[config.mk]
export PLATFORM = sky130hd
export DESIGN_NAME = opms_core
export DESIGN_NICKNAME = d
export VERILOG_FILES = /design/src/common/opms_pkg.sv /design/src/core/opms_sync.sv /design/src/core/opms_core.sv
export SDC_FILE = /design/constraint.sdc
export NUM_CORES = 1
export LEC_CHECK = 0
export BUFFER_PORTS_ARGS = -buffer_cell sky130_fd_sc_hd__buf_2
export CAP_MARGIN = 15
export CORE_MARGIN = 1.5
export CORE_UTILIZATION = 55
export CTS_BUF_LIST = sky130_fd_sc_hd__clkbuf_4
export DETAILED_ROUTE_END_ITERATION = 6
export PLACE_DENSITY = 0.87
export RECOVER_POWER = 50
export REMOVE_ABC_BUFFERS = 1
export SLEW_MARGIN = 20
export SYNTH_ARGS = -nofsm -noshare
export SYNTH_HDL_FRONTEND = slang
export SYNTH_SLANG_ARGS = --single-unit
[constraint.sdc]
create_clock -name sys_clk -period 13.97 [get_ports sys_clk]
set_clock_uncertainty 0.2 [all_clocks]
set_input_delay 4.191 -clock sys_clk [delete_from_list [all_inputs] [get_ports sys_clk]]
set_output_delay 4.191 -clock sys_clk [all_outputs]
set_load 0.005 [all_outputs]
[src/common/opms_pkg.sv]
// constants, carriers and states of the off-line pwm mode sequencer
//------------------------------------------------------------------
// Behaviour
// RQ1 - demag status drops on zero crossing, held until the next pulse.
// RQ2 - gate stays off for the whole demagnetization phase.
// RQ3 - demag current above 120 uA latches the gate off (quick overvoltage).
// RQ4 - grounded demag pin disables demag detection and quick overvoltage.
// RQ5 - ramp charges to the 4 V level, discharges to the 2.4 V level.
// RQ6 - ramp waits at valley until demag completes, giving self oscillation.
// RQ7 - clock is the ramp discharge; on-time ends when ramp meets control.
// RQ8 - supply above 15.4 V trips the fixed overvoltage protection.
// RQ9 - any overvoltage trip keeps the gate off until start-up completes.
// RQ10 - start-up enables 9 mA source; at 13 V it stops, switching begins.
// RQ11 - each on-time end stores 1 without overcurrent, 0 with overcurrent.
// RQ12 - supply falling to 10 V ends switching, enters latched-off phase.
// RQ13 - supply falling to 6.5 V ends latched-off, restarts start-up.
// RQ14 - latched-off sets mode if last work clean, else resets; kept in start-up.
// RQ15 - mode 0 gives normal switching: sense source off, 1 V limit.
// RQ16 - mode 1 asserts stand-by and enables the sense current source.
// RQ17 - on-time limited to 80 percent of the cycle.
// RQ18 - demag current above 24 uA resets mode, restoring normal mode; the code checks it only in the start-up phase.
// RQ19 - pulse latch set per cycle, reset by pwm or overcurrent trip.
// RQ20 - gate low in start-up, latched-off and while a protection holds.
// RQ21 - all comparator inputs pass two flip-flops before use.
//------------------------------------------------------------------
`default_nettype none

package opms_pkg;

  //----------------------------------------------------------------
  // register map, byte addresses
  //----------------------------------------------------------------
  localparam int          ADDR_W        = 4;
  localparam logic [3:0]  REG_CTRL      = 4'h0;
  localparam logic [3:0]  REG_STATUS    = 4'h4;
  localparam logic [3:0]  REG_PULSES    = 4'h8;
  localparam logic [3:0]  REG_PERIOD    = 4'hC;
  localparam int          CTRL_RUN_BIT  = 0;
  localparam int          CTRL_CLR_BIT  = 1;
  localparam logic        CTRL_RUN_RST  = 1'b1;

  //----------------------------------------------------------------
  // analog thresholds, millivolts, carried by the comparators
  //----------------------------------------------------------------
  localparam int MV_ZERO_CROSS = 50;
  localparam int MV_RAMP_LOW   = 2400;
  localparam int MV_RAMP_HIGH  = 4000;
  localparam int MV_VCC_OVP    = 15400;
  localparam int MV_VCC_START  = 13000;
  localparam int MV_VCC_STOP   = 10000;
  localparam int MV_VCC_RESET  = 6500;

  //----------------------------------------------------------------
  // duty limit as a fraction, 80 percent
  //----------------------------------------------------------------
  localparam int DUTY_NUM = 4;
  localparam int DUTY_DEN = 5;

  //----------------------------------------------------------------
  // comparator bundle from the analog front end
  //----------------------------------------------------------------
  typedef struct packed {
    logic zeroCross;      // aux winding below 50 mV
    logic demagGrounded;  // demag pin held at ground
    logic demagAbove24;   // demag current above 24 uA
    logic demagAbove120;  // demag current above 120 uA
    logic vccAbove15v4;   // supply above fixed ovp level
    logic vccAt13;        // supply reached start level
    logic vccAt10;        // supply fell to stop level
    logic vccAt6v5;       // supply fell to restart level
    logic rampAtUpper;    // ramp at 4 V
    logic rampAtLower;    // ramp at 2.4 V
    logic pwmTrip;        // ramp reached control voltage
    logic ocTrip;         // current sense above limit
  } opms_cmp_t;

  localparam int CMP_W = $bits(opms_cmp_t);

  typedef enum logic [1:0] {
    PH_STARTUP,
    PH_SWITCHING,
    PH_LATCHED
  } opms_phase_t;

  //----------------------------------------------------------------
  // status word layout, high bits first
  //----------------------------------------------------------------
  typedef struct packed {
    logic [21:0] reserved;
    logic        standby;
    logic        rampCharge;
    logic        gate;
    logic        demagStatus;
    logic        quickOvp;
    logic        fixedOvp;
    logic        lastWork;
    logic        mode;
    logic [1:0]  phase;
  } opms_status_t;

endpackage : opms_pkg

`default_nettype wire

[src/core/opms_sync.sv]
// two-stage synchronizer for the comparator vector
`default_nettype none

module opms_sync
  import opms_pkg::*;
#(
  parameter int WIDTH = CMP_W
)(
  input  wire logic             sys_clk,
  input  wire logic             reset,
  input  wire logic [WIDTH-1:0] async,
  output var  logic [WIDTH-1:0] synced
);

  //----------------------------------------------------------------
  // one pair of flops per bit
  //----------------------------------------------------------------
  genvar i;
  generate
    for (i = 0; i < WIDTH; i++)
    begin : g_bit
      logic meta_q;
      logic stable_q;
      // first stage feeds only the second
      always_ff @(posedge sys_clk)
      begin
        if (reset)
        begin
          meta_q   <= 1'b0;
          stable_q <= 1'b0;
        end
        else
        begin
          meta_q   <= async[i]; // RQ21
          stable_q <= meta_q;   // RQ21
        end
      end
      assign synced[i] = stable_q;
    end
  endgenerate

endmodule : opms_sync

`default_nettype wire

[src/core/opms_core.sv]
// pulse gating, protection latches and phase sequencer with avalon registers
`default_nettype none

module opms_core
  import opms_pkg::*;
#(
  parameter int CNT_W = 16
)(
  input  wire logic              sys_clk,
  input  wire logic              reset,
  // analog comparator outputs
  input  wire opms_cmp_t         cmpIn,
  // drives toward the power stage
  output var  logic              gateDrive,
  output var  logic              hvSourceEn,
  output var  logic              csSourceEn,
  output var  logic              standbyMode,
  output var  logic              rampCharge,
  output var  logic              demagComplete,
  // avalon-mm slave
  input  wire logic [ADDR_W-1:0] avs_address,
  input  wire logic              avs_read,
  input  wire logic              avs_write,
  input  wire logic [31:0]       avs_writedata,
  input  wire logic [3:0]        avs_byteenable,
  output var  logic [31:0]       avs_readdata,
  output var  logic              avs_waitrequest
);

  //----------------------------------------------------------------
  // comparator synchronization
  //----------------------------------------------------------------
  logic [CMP_W-1:0] cmpSync;
  opms_cmp_t        s;

  opms_sync #(
    .WIDTH (CMP_W)
  ) u_sync (
    .sys_clk (sys_clk),
    .reset   (reset),
    .async   (cmpIn),
    .synced  (cmpSync)
  );

  assign s = opms_cmp_t'(cmpSync);

  //----------------------------------------------------------------
  // state of the pulse and phase logic
  //----------------------------------------------------------------
  opms_phase_t      phase_q,     phase_d;
  logic             mode_q,      mode_d;
  logic             lastWork_q,  lastWork_d;
  logic             fixedOvp_q,  fixedOvp_d;
  logic             quickOvp_q,  quickOvp_d;
  logic             demag_q,     demag_d;
  logic             ramp_q,      ramp_d;
  logic             pulse_q,     pulse_d;
  logic [CNT_W-1:0] onCnt_q,     onCnt_d;
  logic [CNT_W-1:0] chargeCnt_q, chargeCnt_d;
  logic [CNT_W-1:0] period_q,    period_d;
  logic [CNT_W-1:0] pulseCnt_q,  pulseCnt_d;

  // register-side state
  logic             run_q,       run_d;
  logic             ack_q,       ack_d;
  logic [31:0]      rdData_q,    rdData_d;

  logic             demagInhibit;
  logic             demagDone;
  logic             switchOk;
  logic             cycleStart;
  logic             startDone;
  logic             pulseEnd;
  logic             clrPulses;
  logic             busReq;
  logic             busTake;
  logic [CNT_W+2:0] limitWide;
  logic [CNT_W-1:0] onLimit;
  opms_status_t     status;

  //----------------------------------------------------------------
  // derived conditions
  //----------------------------------------------------------------
  // grounded pin turns off demag sensing
  assign demagInhibit = s.demagGrounded;                        // RQ4
  assign demagDone    = ~demag_q;
  // switching permitted only in a healthy switching phase
  assign switchOk     = (phase_q == PH_SWITCHING) & ~fixedOvp_q
                        & ~quickOvp_q & run_q;                  // RQ20
  // cycle starts when the ramp leaves the valley
  assign cycleStart   = ~ramp_q & s.rampAtLower & demagDone;    // RQ6
  assign startDone    = (phase_q == PH_STARTUP) & s.vccAt13;
  // on-time ceiling from the last measured charge time
  assign limitWide    = ({3'h0, period_q} * (CNT_W+3)'(DUTY_NUM))
                        / (CNT_W+3)'(DUTY_DEN);                 // RQ17
  assign onLimit      = limitWide[CNT_W-1:0];

  //----------------------------------------------------------------
  // oscillator control
  //----------------------------------------------------------------
  always_comb
  begin
    ramp_d      = ramp_q;
    chargeCnt_d = chargeCnt_q;
    period_d    = period_q;
    if (ramp_q)
    begin
      chargeCnt_d = chargeCnt_q + 1'b1;
      if (s.rampAtUpper)
      begin
        ramp_d      = 1'b0;                                     // RQ5
        period_d    = chargeCnt_q;
        chargeCnt_d = '0;
      end
    end
    else if (cycleStart)
    begin
      ramp_d = 1'b1;                                            // RQ5
    end
  end

  //----------------------------------------------------------------
  // pulse latch and on-time counter
  //----------------------------------------------------------------
  always_comb
  begin
    pulse_d = pulse_q;
    onCnt_d = onCnt_q;
    if (cycleStart && switchOk)
    begin
      pulse_d = 1'b1;                                           // RQ19
      onCnt_d = '0;
    end
    else if (pulse_q)
    begin
      onCnt_d = onCnt_q + 1'b1;
      // pwm, overcurrent, duty ceiling, clock or protection ends it
      if (s.pwmTrip || s.ocTrip || !switchOk || !ramp_q
          || (onCnt_q >= onLimit))
      begin
        pulse_d = 1'b0;                                         // RQ7
      end
    end
  end

  assign pulseEnd = pulse_q & ~pulse_d;

  //----------------------------------------------------------------
  // last work status and demag latch
  //----------------------------------------------------------------
  always_comb
  begin
    lastWork_d = lastWork_q;
    demag_d    = demag_q;
    if (pulseEnd)
    begin
      lastWork_d = ~s.ocTrip;                                   // RQ11
    end
    if (demagInhibit)
    begin
      demag_d = 1'b0;                                           // RQ4
    end
    else if (pulseEnd)
    begin
      demag_d = 1'b1;                                           // RQ2
    end
    else if (demag_q && s.zeroCross)
    begin
      demag_d = 1'b0;                                           // RQ1
    end
  end

  //----------------------------------------------------------------
  // overvoltage latches, trip wins over the start-up clear
  //----------------------------------------------------------------
  always_comb
  begin
    fixedOvp_d = fixedOvp_q | s.vccAbove15v4;                   // RQ8
    quickOvp_d = quickOvp_q | (s.demagAbove120 & ~demagInhibit); // RQ3
    if (startDone)
    begin
      fixedOvp_d = s.vccAbove15v4;                              // RQ9
      quickOvp_d = s.demagAbove120 & ~demagInhibit;             // RQ9
    end
  end

  //----------------------------------------------------------------
  // phase sequencer and mode latch
  //----------------------------------------------------------------
  always_comb
  begin
    phase_d = phase_q;
    mode_d  = mode_q;
    case (phase_q)
      PH_STARTUP:
      begin
        if (s.demagAbove24)
        begin
          mode_d = 1'b0;                                        // RQ18
        end
        if (s.vccAt13)
        begin
          phase_d = PH_SWITCHING;                               // RQ10
        end
      end
      PH_SWITCHING:
      begin
        if (s.vccAt10)
        begin
          phase_d = PH_LATCHED;                                 // RQ12
        end
      end
      PH_LATCHED:
      begin
        mode_d = lastWork_q;                                    // RQ14
        if (s.vccAt6v5)
        begin
          phase_d = PH_STARTUP;                                 // RQ13
        end
      end
      default:
      begin
        phase_d = PH_STARTUP;
      end
    endcase
  end

  //----------------------------------------------------------------
  // pulse counter
  //----------------------------------------------------------------
  always_comb
  begin
    pulseCnt_d = pulseCnt_q;
    if (clrPulses)
    begin
      pulseCnt_d = '0;
    end
    if (pulseEnd)
    begin
      pulseCnt_d = clrPulses ? CNT_W'(1) : pulseCnt_q + 1'b1;
    end
  end

  //----------------------------------------------------------------
  // core registers
  //----------------------------------------------------------------
  always_ff @(posedge sys_clk)
  begin
    if (reset)
    begin
      phase_q     <= PH_STARTUP;
      mode_q      <= 1'b0;
      lastWork_q  <= 1'b0;
      fixedOvp_q  <= 1'b0;
      quickOvp_q  <= 1'b0;
      demag_q     <= 1'b0;
      ramp_q      <= 1'b0;
      pulse_q     <= 1'b0;
      onCnt_q     <= '0;
      chargeCnt_q <= '0;
      period_q    <= '1;
      pulseCnt_q  <= '0;
    end
    else
    begin
      phase_q     <= phase_d;
      mode_q      <= mode_d;
      lastWork_q  <= lastWork_d;
      fixedOvp_q  <= fixedOvp_d;
      quickOvp_q  <= quickOvp_d;
      demag_q     <= demag_d;
      ramp_q      <= ramp_d;
      pulse_q     <= pulse_d;
      onCnt_q     <= onCnt_d;
      chargeCnt_q <= chargeCnt_d;
      period_q    <= period_d;
      pulseCnt_q  <= pulseCnt_d;
    end
  end

  //----------------------------------------------------------------
  // outputs toward the power stage
  //----------------------------------------------------------------
  assign gateDrive     = pulse_q & demagDone;                   // RQ2
  assign hvSourceEn    = (phase_q == PH_STARTUP);               // RQ10
  assign standbyMode   = mode_q & (phase_q == PH_SWITCHING);    // RQ16
  // sense source in start-up and in pulsed switching only
  assign csSourceEn    = standbyMode | (phase_q == PH_STARTUP); // RQ15
  assign rampCharge    = ramp_q;
  assign demagComplete = demagDone;

  //----------------------------------------------------------------
  // status word
  //----------------------------------------------------------------
  always_comb
  begin
    status             = '0;
    status.phase       = phase_q;
    status.mode        = mode_q;
    status.lastWork    = lastWork_q;
    status.fixedOvp    = fixedOvp_q;
    status.quickOvp    = quickOvp_q;
    status.demagStatus = demag_q;
    status.gate        = pulse_q;
    status.rampCharge  = ramp_q;
    status.standby     = standbyMode;
  end

  //----------------------------------------------------------------
  // avalon slave: one wait state on every access
  //----------------------------------------------------------------
  assign busReq          = avs_read | avs_write;
  assign avs_waitrequest = busReq & ~ack_q;
  assign busTake         = busReq & ack_q;
  assign clrPulses       = busTake & avs_write & (avs_address == REG_CTRL)
                           & avs_byteenable[0] & avs_writedata[CTRL_CLR_BIT];
  assign avs_readdata    = rdData_q;

  // read mux and control write
  always_comb
  begin
    ack_d    = busReq & ~ack_q;
    run_d    = run_q;
    rdData_d = rdData_q;
    if (ack_d && avs_read)
    begin
      case (avs_address)
        REG_CTRL:   rdData_d = {31'h0, run_q};
        REG_STATUS: rdData_d = status;
        REG_PULSES: rdData_d = {{(32-CNT_W){1'b0}}, pulseCnt_q};
        REG_PERIOD: rdData_d = {{(32-CNT_W){1'b0}}, period_q};
        default:    rdData_d = 32'h0;
      endcase
    end
    if (busTake && avs_write && (avs_address == REG_CTRL)
        && avs_byteenable[0])
    begin
      run_d = avs_writedata[CTRL_RUN_BIT];
    end
  end

  always_ff @(posedge sys_clk)
  begin
    if (reset)
    begin
      ack_q    <= 1'b0;
      run_q    <= CTRL_RUN_RST;
      rdData_q <= 32'h0;
    end
    else
    begin
      ack_q    <= ack_d;
      run_q    <= run_d;
      rdData_q <= rdData_d;
    end
  end

endmodule : opms_core

`default_nettype wire

# After elaboration in Yosys (flattened, before gate mapping)
# Index checks and enable logic that the tools add are counted.
# totals
output_inout_bits	39
in_bits	56
wordCells	124
reg_bits	131
# op_classes
n_bitwise	28
mux	21
n_div	1
n_eq_ne	9
n_reduce_logical	22
addsub	3
magnitude_cmp	1
# ops
op	count
16-bit two-way mux	4
16-bit one-hot mux with 4 select lines	1
16-bit by 1-bit adder with 16-bit output, second input constant	3
18-bit by 3-bit divider with 19-bit output, second input constant	1
1-bit AND	16
16-bit greater-or-equal comparator	1
1-bit two-way mux	11
4-bit equality test, second input constant	2
2-bit by 1-bit inequality test with 1-bit output, second input constant	4
1-bit inverter	8
1-bit logical AND	6
2-bit two-way mux	3
2-bit one-hot mux with 3 select lines	1
2-bit nonzero test	3
4-bit by 3-bit equality test with 1-bit output, second input constant	1
4-bit logical NOT	1
1-bit logical OR	4
1-bit bitwise OR	4
2-bit AND reduction	2
2-bit OR reduction	2
3-bit AND reduction	1
2-bit by 1-bit equality test with 1-bit output, second input constant	1
2-bit equality test, second input constant	1
1-bit logical NOT	2
2 further kinds	2

# Longest topological paths before layout
# Gate-level depths: netlist of the first run.
# logic_depth
ltp_word	14
mapped_depth	52
mapped_depth_nobuf	47

# Cells and area by module
# Synthesis of the first run repeated with hierarchy kept, for this count alone.
# unflattened
cells_unflattened	935
hier_area_um2	7643.6
# by_module_without_submodules
mod	seq_area_each_um2	cells_per_inst	area_per_inst_um2	instances
opms_core	1821.7	873	6860.3	1
opms_sync	480.5	62	783.3	1

# Least setup slack after synthesis of the first run
# No wires, ideal clock.
# synth_timing
path_kind	register to register
start	register period_q[15]
end	register pulseCnt_q[10]
path_stages_with_launch	48
t_required_ps	13642
setup_ps	128
arrival_ps	9307
period_less_slack_ps	9635
slack_ps	4335
path_buffers	4
path_cell_list	dfxtp_1 > buf_4 > or3b_1 > o221ai_2 > o41ai_4 > a32oi_1 > o2111a_2 > o21ai_2 > a221oi_2 > o21ai_4 > inv_2 > mux2i_1 > or3b_1 > nor4_1 > or2_2 > clkbuf_1 > o22ai_1 > a21oi_1 > (+12 left out) > a21o_1 > a21o_1 > a21o_1 > a21o_1 > a21o_1 > a21o_1 > a21o_1 > a21o_1 > a21o_1 > a21o_1 > a21o_1 > a21o_1 > a21o_1 > a21oi_1 > clkbuf_1 > nor3_1 > xnor2_1 > nor2_1
# synth_via
elab_chain_cells	9
word_cells_on_any_way	10
classes_between	div: 1; order compare: 1; mux: 4; bitwise: 2; reduce/logical: 2
# synth_lines
item	line_no	text
from (decl)	opms_core.sv:60	logic [CNT_W-1:0] period_q, period_d;
from (signal assigned)	opms_core.sv:276	period_q <= period_d;
18-bit by 3-bit divider with 19-bit output *	opms_core.sv:95	/ (CNT_W+3)'(DUTY_DEN);
16-bit greater-or-equal comparator *	opms_core.sv:139	|| (onCnt_q >= onLimit))
1-bit logical OR *	opms_core.sv:139	
1-bit two-way mux *	opms_core.sv:138	if (s.pwmTrip || s.ocTrip || !switchOk || !ramp_q
1-bit two-way mux *	opms_core.sv:134	else if (pulse_q)
1-bit two-way mux *	opms_core.sv:129	if (cycleStart && switchOk)
1-bit inverter *	opms_core.sv:146	assign pulseEnd = pulse_q & ~pulse_d;
1-bit AND *	opms_core.sv:146	
16-bit two-way mux or 2-bit nonzero test (tied branches)	--	
to (signal assigned)	opms_core.sv:277	pulseCnt_q <= pulseCnt_d;
to (decl)	opms_core.sv:61	logic [CNT_W-1:0] pulseCnt_q, pulseCnt_d;
# Every way passes the cells marked *; elsewhere a longest branch is shown, timed or not.
# A chain may end at the register's enable or synchronous reset.

# Worst setup path after layout of the first run
# layout_timing
start	register period_q[14]
end	register demag_q
# layout_via
elab_chain_cells	9
word_cells_on_any_way	10
classes_between	div: 1; order compare: 1; mux: 4; bitwise: 2; reduce/logical: 2
# layout_lines
item	line_no	text
18-bit by 3-bit divider with 19-bit output *	opms_core.sv:95	
16-bit greater-or-equal comparator *	opms_core.sv:139	
1-bit logical OR *	opms_core.sv:139	
1-bit two-way mux *	opms_core.sv:138	
1-bit two-way mux *	opms_core.sv:134	
1-bit two-way mux *	opms_core.sv:129	
1-bit inverter *	opms_core.sv:146	
1-bit AND *	opms_core.sv:146	
1-bit two-way mux or 2-bit nonzero test (tied branches)	--	
to (signal assigned)	opms_core.sv:271	demag_q <= demag_d;
to (decl)	opms_core.sv:55	logic demag_q, demag_d;
# Marks and branches as above.

==> out/results.ini, run 1 <==
[sta]
worst_pin_slew_ns=3.01
layout_min_cycle_time_ns=11.78
setup_tns_ns=0
slew_violations=74
timing.fmax_mhz=84.9
fin_crit_sh_pct=84.3
max_slew_margin_pct=-100
grt_setup_unrepaired=no
final_hold_viol_count=0
setup_violations=0

[critical_path]
r2r_cells=44
end_kind=register
worstPathArrival_ns=11.87
ff2ff_setup_slack_ns=2.19
start_kind=register
critPathSlowestCell=dfxtp_1
crit_start=period_q[14]
r2r_start=period_q[14]
critical_path.max_stage_delay_ns=0.98
reg2reg_to=demag_q
required_ns=14.06
crit_top_cell=a21o_1
critPathKind=register to register
cp_max_fo=27

[yosys]
ys_seq_area_share_pct=28.6
ys_seq_elements=115
synthArstFlopShare_pct=0
ys_warn_count=0
synth-edff-count=0
post_synth.cell_area_avg_um2=7.76
ys.flop_type=dfxtp_1
synth_cells=1039
synth.cell_area_mm2=0.00806
synth_cell_types=98

[layout]
fillers=1320
syn_to_final_growth_pct=4.89
nets=1116
fin_cells=1234
drive_gt1_share_pct=11.9
diodes=0

[routing]
wirelength_um=20700
ant_nets=0
drcViolationCount=0
vias=7943
via_per_inst=6.44
wl_per_cell_um=16.7
drt_iter0_markers=767
dr.pass1.iters=6

[clock_tree]
cts_resized=0
clk_latency_ns=0.52
holdBufCountCts=0
cts_setup_buffers=0
htreeDepth=4
cts_buffer_depth=2
cts_made_buffers=17
path_clk_slew_ns=0.09
cts.sinks=115
cts_tree=done
cts-root-buf=clkbuf_4

[pwr]
leakage_nw=3.44
p_per_area_mw_per_mm2=88.7
vdd_drop_max_uv=85.1

[global_routing]
grt_max_degree=74
grt_pass1_wl_um=33300
grt.overflow.total=0
antenna_found_initial=0
grt_pass1_vias=7014
grt_usage_pct=27.0

[placed_design]
place.port_buffers=45
gp_congestion=0.916
hpwlAfterDp_um=14000
numPlacedInstances=1203

[die]
io_pins=95
die_h_um=124
initial_core_util_pct=55.9
die_area_mm2=0.0154
rows=44
die_w_um=124
coreArea_mm2=0.0144

[min_path]
hold_path_depth=1
min_path_type=register to register
min_to=demag_q
worstHoldStart=u_sync.g_bit[10].stable_q

[run_status]
violations=capacitance limit, slew limit
status=finished with violations

[job]
max_cap_viol_count=1

==> cells by family after synthesis <==
kind of cell | Yosys count | share of synthesized area (%)
adders and majority gates | 22 | 3.42
muxes | 9 | 1.13
other | 1 | 0.0465
buffers and inverters | 117 | 6.86
xor gates and xnor gates | 50 | 5.53
and+or+nand+nor | 431 | 27.8
AOI/OAI and AO/OA | 294 | 26.7
DFF | 115 | 28.6
==> placed cells by master (no fill, tap or decap), drive strengths merged, types with 26 or more instances in the layout <==
master,count
nor2b,36
a21oi,63
nor2,126
xnor2,26
o21ai,44
inv,27
and3,36
nand2,72
buf,54
dfxtp,115
nand3,41
==> registers in the layout, indices dropped and copies added, names as in the netlist <==
signal and cells:
onCnt_q 16, ack_q 1, period_q 16, avs_readdata 16, run_q 1, demag_q 1, quickOvp_q 1, lastWork_q 1
phase_q 2, fixedOvp_q 1, mode_q 1, chargeCnt_q 16, pulseCnt_q 16, rampCharge 1, pulse_q 1, u_sync.g_bit.meta_q 12
u_sync.g_bit.stable_q 12
==> through the flow <==
stage               setup WS [ns]  util (%)  power [W]  hold slack (ns)  area (µm²)
floorplan                    3.53         -   0.000482            0.196        7660
global placement             2.24      56.8   0.000518            0.202        8200
detailed placement           2.14      56.8   0.000524            0.208        8200
CTS                          2.05      58.6   0.000749            0.222        8450
global route                 1.38      58.6   0.000788            0.236        8450
finish                       2.19      58.6   0.000750            0.218        8450
==> critical path, delay by kind of cell, from the launching register on <==
family / cells / cell delay [ns]
multiplexers: 1 / 0.28
adder cells (fa/ha/maj): 2 / 0.64
AO/OA/AOI/OAI: 28 / 5.86
flip-flops: 1 / 0.98
buffers and inverters: 1 / 0.33
AND/OR/NAND/NOR: 10 / 2.89
XOR/XNOR: 2 / 0.37
==> synth_stat cells (all sizes together) (5+ instances only) <==
master,n,share of area [%]
a211o,23,2.6
a211oi,7,0.71
a21o,15,1.4
a21oi,63,4.0
a221oi,5,0.70
a22oi,25,2.3
a31oi,10,0.78
and3,36,2.8
buf,45,3.5
clkbuf,45,2.1
dfxtp,115,29
ha,22,3.4
inv,27,1.3
mux2i,8,0.99
nand2,72,3.4
nand2b,15,1.2
nand3,41,2.5
nand3b,5,0.47
nand4,17,1.3
nor2,126,6.0
nor2b,36,2.9
nor3,24,1.5
nor3b,6,0.62
nor4,17,1.5
o2111a,5,0.71
o211ai,24,2.2
o21a,5,0.47
o21ai,44,3.0
o221ai,5,0.62
o22ai,14,1.1
or2,5,0.39
or3,7,0.61
xnor2,26,2.9
xor2,24,2.6
==> power breakdown <==
group | internal, W | switching, W | leakage (nW)
logic | 0.0000758 | 0.000106 | 2.36
clock network | 0.000106 | 0.000124 | 0.143
registers | 0.000333 | 0.00000521 | 0.933
total | 0.000515 | 0.000235 | 3.44
==> layer usage <==
| metal | up-vias | global-route usage, % | share of wire (%) |
|---|---|---|---|
| li1 | 3793 | - | - |
| met1 | 3702 | 34.6 | 42 |
| met2 | 380 | 44.2 | 47 |
| met3 | 68 | 4.85 | 8.2 |
| met4 | 0 | 12.1 | 3.4 |
| met5 | - | 0 | 0 |
==> area by class of cell <==
type / count / area [µm²] / area share (%)
clock buffer: 19 / 143 / 1.69
inverter: 27 / 101 / 1.20
tap: 184 / 230 / 2.72
clock inverter: 12 / 116 / 1.38
timing repair buffer: 55 / 297 / 3.51
sequential: 115 / 2300 / 27.2
multi-input combinational: 822 / 5270 / 62.3
==> worst max-delay path by stage <==
| stage | to | slack, ns | cells after the start |
|---|---|---|---|
| 2_1_floorplan | demag_q | 3.53 | 44 |
| 3_3_place_gp | demag_q | 2.24 | 44 |
| 3_5_place_dp | demag_q | 2.14 | 44 |
| 4_1_cts | demag_q | 2.05 | 44 |
| 5_1_grt | demag_q | 1.38 | 44 |
| 6_report | demag_q | 2.19 | 44 |
(Power assumes the default switching activity.)
==> inputs of run 2 (changes only) <==
--- a/config.mk
+++ b/config.mk
@@ -11,7 +11,7 @@
 export CORE_UTILIZATION = 55
 export CTS_BUF_LIST = sky130_fd_sc_hd__clkbuf_4
 export DETAILED_ROUTE_END_ITERATION = 6
-export PLACE_DENSITY = 0.87
+export PLACE_DENSITY = 0.9
 export RECOVER_POWER = 50
 export REMOVE_ABC_BUFFERS = 1
 export SLEW_MARGIN = 20
==> constraint.sdc (replaced) <==
create_clock -name sys_clk -period 10.6 [get_ports sys_clk]
set_clock_uncertainty 0.2 [all_clocks]
set_input_delay 3.18 -clock sys_clk [delete_from_list [all_inputs] [get_ports sys_clk]]
set_output_delay 3.18 -clock sys_clk [all_outputs]
set_load 0.005 [all_outputs]
==> run 2 against run 1 <==
  * The run ends with DRC left
  * Sequential share of layout area fell by 1.9 points
  * Highest routed layer unchanged
  * Critical path type unchanged
  * Critical path depth rose by 8
  * Largest power group unchanged
  * Utilization rose by 4.9 points
==> out/results.ini, run 2 (synthesis gave the netlist of run 1 again) <==
[run_status]
status=finished with violations
violations=DRC

[routing]
ant_nets=0
drt_iter0_markers=1003
vias=8499
drcViolationCount=1
wl_per_cell_um=17.7
wirelength_um=22800
via_per_inst=6.59
dr.pass1.iters=7

[clock_tree]
cts-root-buf=clkbuf_4
clk_latency_ns=0.52
path_clk_slew_ns=0.11
cts_tree=done
cts.sinks=115
cts_made_buffers=17
cts_buffer_depth=2
htreeDepth=4

[die]
io_pins=95
coreArea_mm2=0.0144
rows=44
die_h_um=124
die_w_um=124
initial_core_util_pct=55.9
die_area_mm2=0.0154

[critical_path]
crit_top_cell=a21o_1
cp_max_fo=12
critPathSlowestCell=a311o_1
critical_path.max_stage_delay_ns=0.41
r2r_start=period_q[13]
start_kind=register
crit_start=period_q[13]
required_ns=10.78
critPathKind=register to register
end_kind=register
worstPathArrival_ns=10.45

[placed_design]
hpwlAfterDp_um=14800
place.port_buffers=45
gp_congestion=0.961
pre_cts_slack_ns=0.0446

[layout]
nets=1170
final_common_cell=nor2_1
syn_to_final_growth_pct=13.6
mostFrequentLayoutCells=118 x nor2_1, 108 x dfxtp_1, 71 x nand2_1, 61 x a21oi_1, 58 x buf_4
fillers=1159
diodes=0
drive_gt1_share_pct=19.1

[sta]
fin_ws_ns=0.329
timing.fmax_mhz=97.4
worst_pin_slew_ns=1.27
setup_violations=0
slew_violations=0
timing.hold.ws_ns=0.232
setup_tns_ns=0
fin_crit_sh_pct=96.9
final_hold_viol_count=0
max_slew_margin_pct=15.4
layout_min_cycle_time_ns=10.27

[job]
max_cap_viol_count=0

[pwr]
power_w=0.00113
vdd_drop_max_uv=98.9
leakage_nw=3.76
p_per_area_mw_per_mm2=123

[global_routing]
grt.overflow.total=0
grt_usage_pct=28.2
grt_pass1_vias=7694
grt_pass1_wl_um=35300
grt_max_degree=74
antenna_found_initial=0

[min_path]
worstHoldStart=u_sync.g_bit[2].meta_q
min_path_type=register to register

run 2: cell count changes in the layout (fill, tap and decap cells not counted), moves of 3 or more:
cell / change
nor2_1: -5
nor2_4: +3
clkinv_2: -3
o22ai_1: -3
dfxtp_2: +3
dfxtp_4: +4
o22ai_2: +3
bufinv_16: +3
buf_4: +49
dfxtp_1: -7
run 2: layer usage:
| metal | global-route usage [%] | wire (µm) | up-vias | part of all wire (%) |
|---|---|---|---|---|
| met3 | 5.68 | 1760 | 107 | 7.7 |
| met1 | 35.1 | 9250 | 3971 | 41 |
| li1 | - | - | 3915 | - |
| met4 | 13.4 | 840 | 0 | 3.7 |
| met5 | 0 | 0 | - | 0 |
| met2 | 46.8 | 11000 | 506 | 48 |
run 2: cell type report:
type                            instances  area (µm²)  area share (%)
Clock buffer                           19         143            1.56
Clock inverter                         13         209            2.28
Inverter                               27         104            1.13
Multi-Input combinational cell        824        5450            59.5
Sequential cell                       115        2320            25.4
Tap cell                              184         230            2.51
Timing Repair Buffer                  107         697            7.61
run 2: where the power goes:
part           switching (W)  internal [W]  total, W
Clock               0.000170      0.000216  0.000386
Sequential        0.00000675      0.000438  0.000444
Combinational       0.000162      0.000133  0.000295
run 2: stage by stage:
stage	instances	utilization (%)	cell area, µm²
floorplan	964	-	7660
global placement	1231	58.3	8410
detailed placement	1231	58.3	8410
CTS	1263	60.7	8760
global route	1289	63.5	9160
finish	1289	63.5	9160
run 2: critical path, delay by kind of cell (launching register included):
kind | cells | cell delay (ns)
AO/OA/AOI/OAI | 29 | 5.67
AND/OR/NAND/NOR | 9 | 1.38
buffers and inverters | 9 | 1.37
adder cells (fa/ha/maj) | 3 | 0.69
flip-flops | 1 | 0.39
XOR/XNOR | 1 | 0.27
multiplexers | 1 | 0.15
run 2: path summary, 6_finish.rpt:
kind	endpoint	slack (ns)	cells past startpoint
worst min-delay path	u_sync.g_bit[2].stable_q	0.23	1
worst max-delay path	pulseCnt_q[10]	0.33	52
worst max register to register	pulseCnt_q[10]	0.33	52
worst min register to register	u_sync.g_bit[2].stable_q	0.23	1
run 2: what timing repair did:
item,CTS,global route
setup buffers,0,23
setup endpoints to repair,0,19
hold buffers,0,0
gates resized for setup,0,47
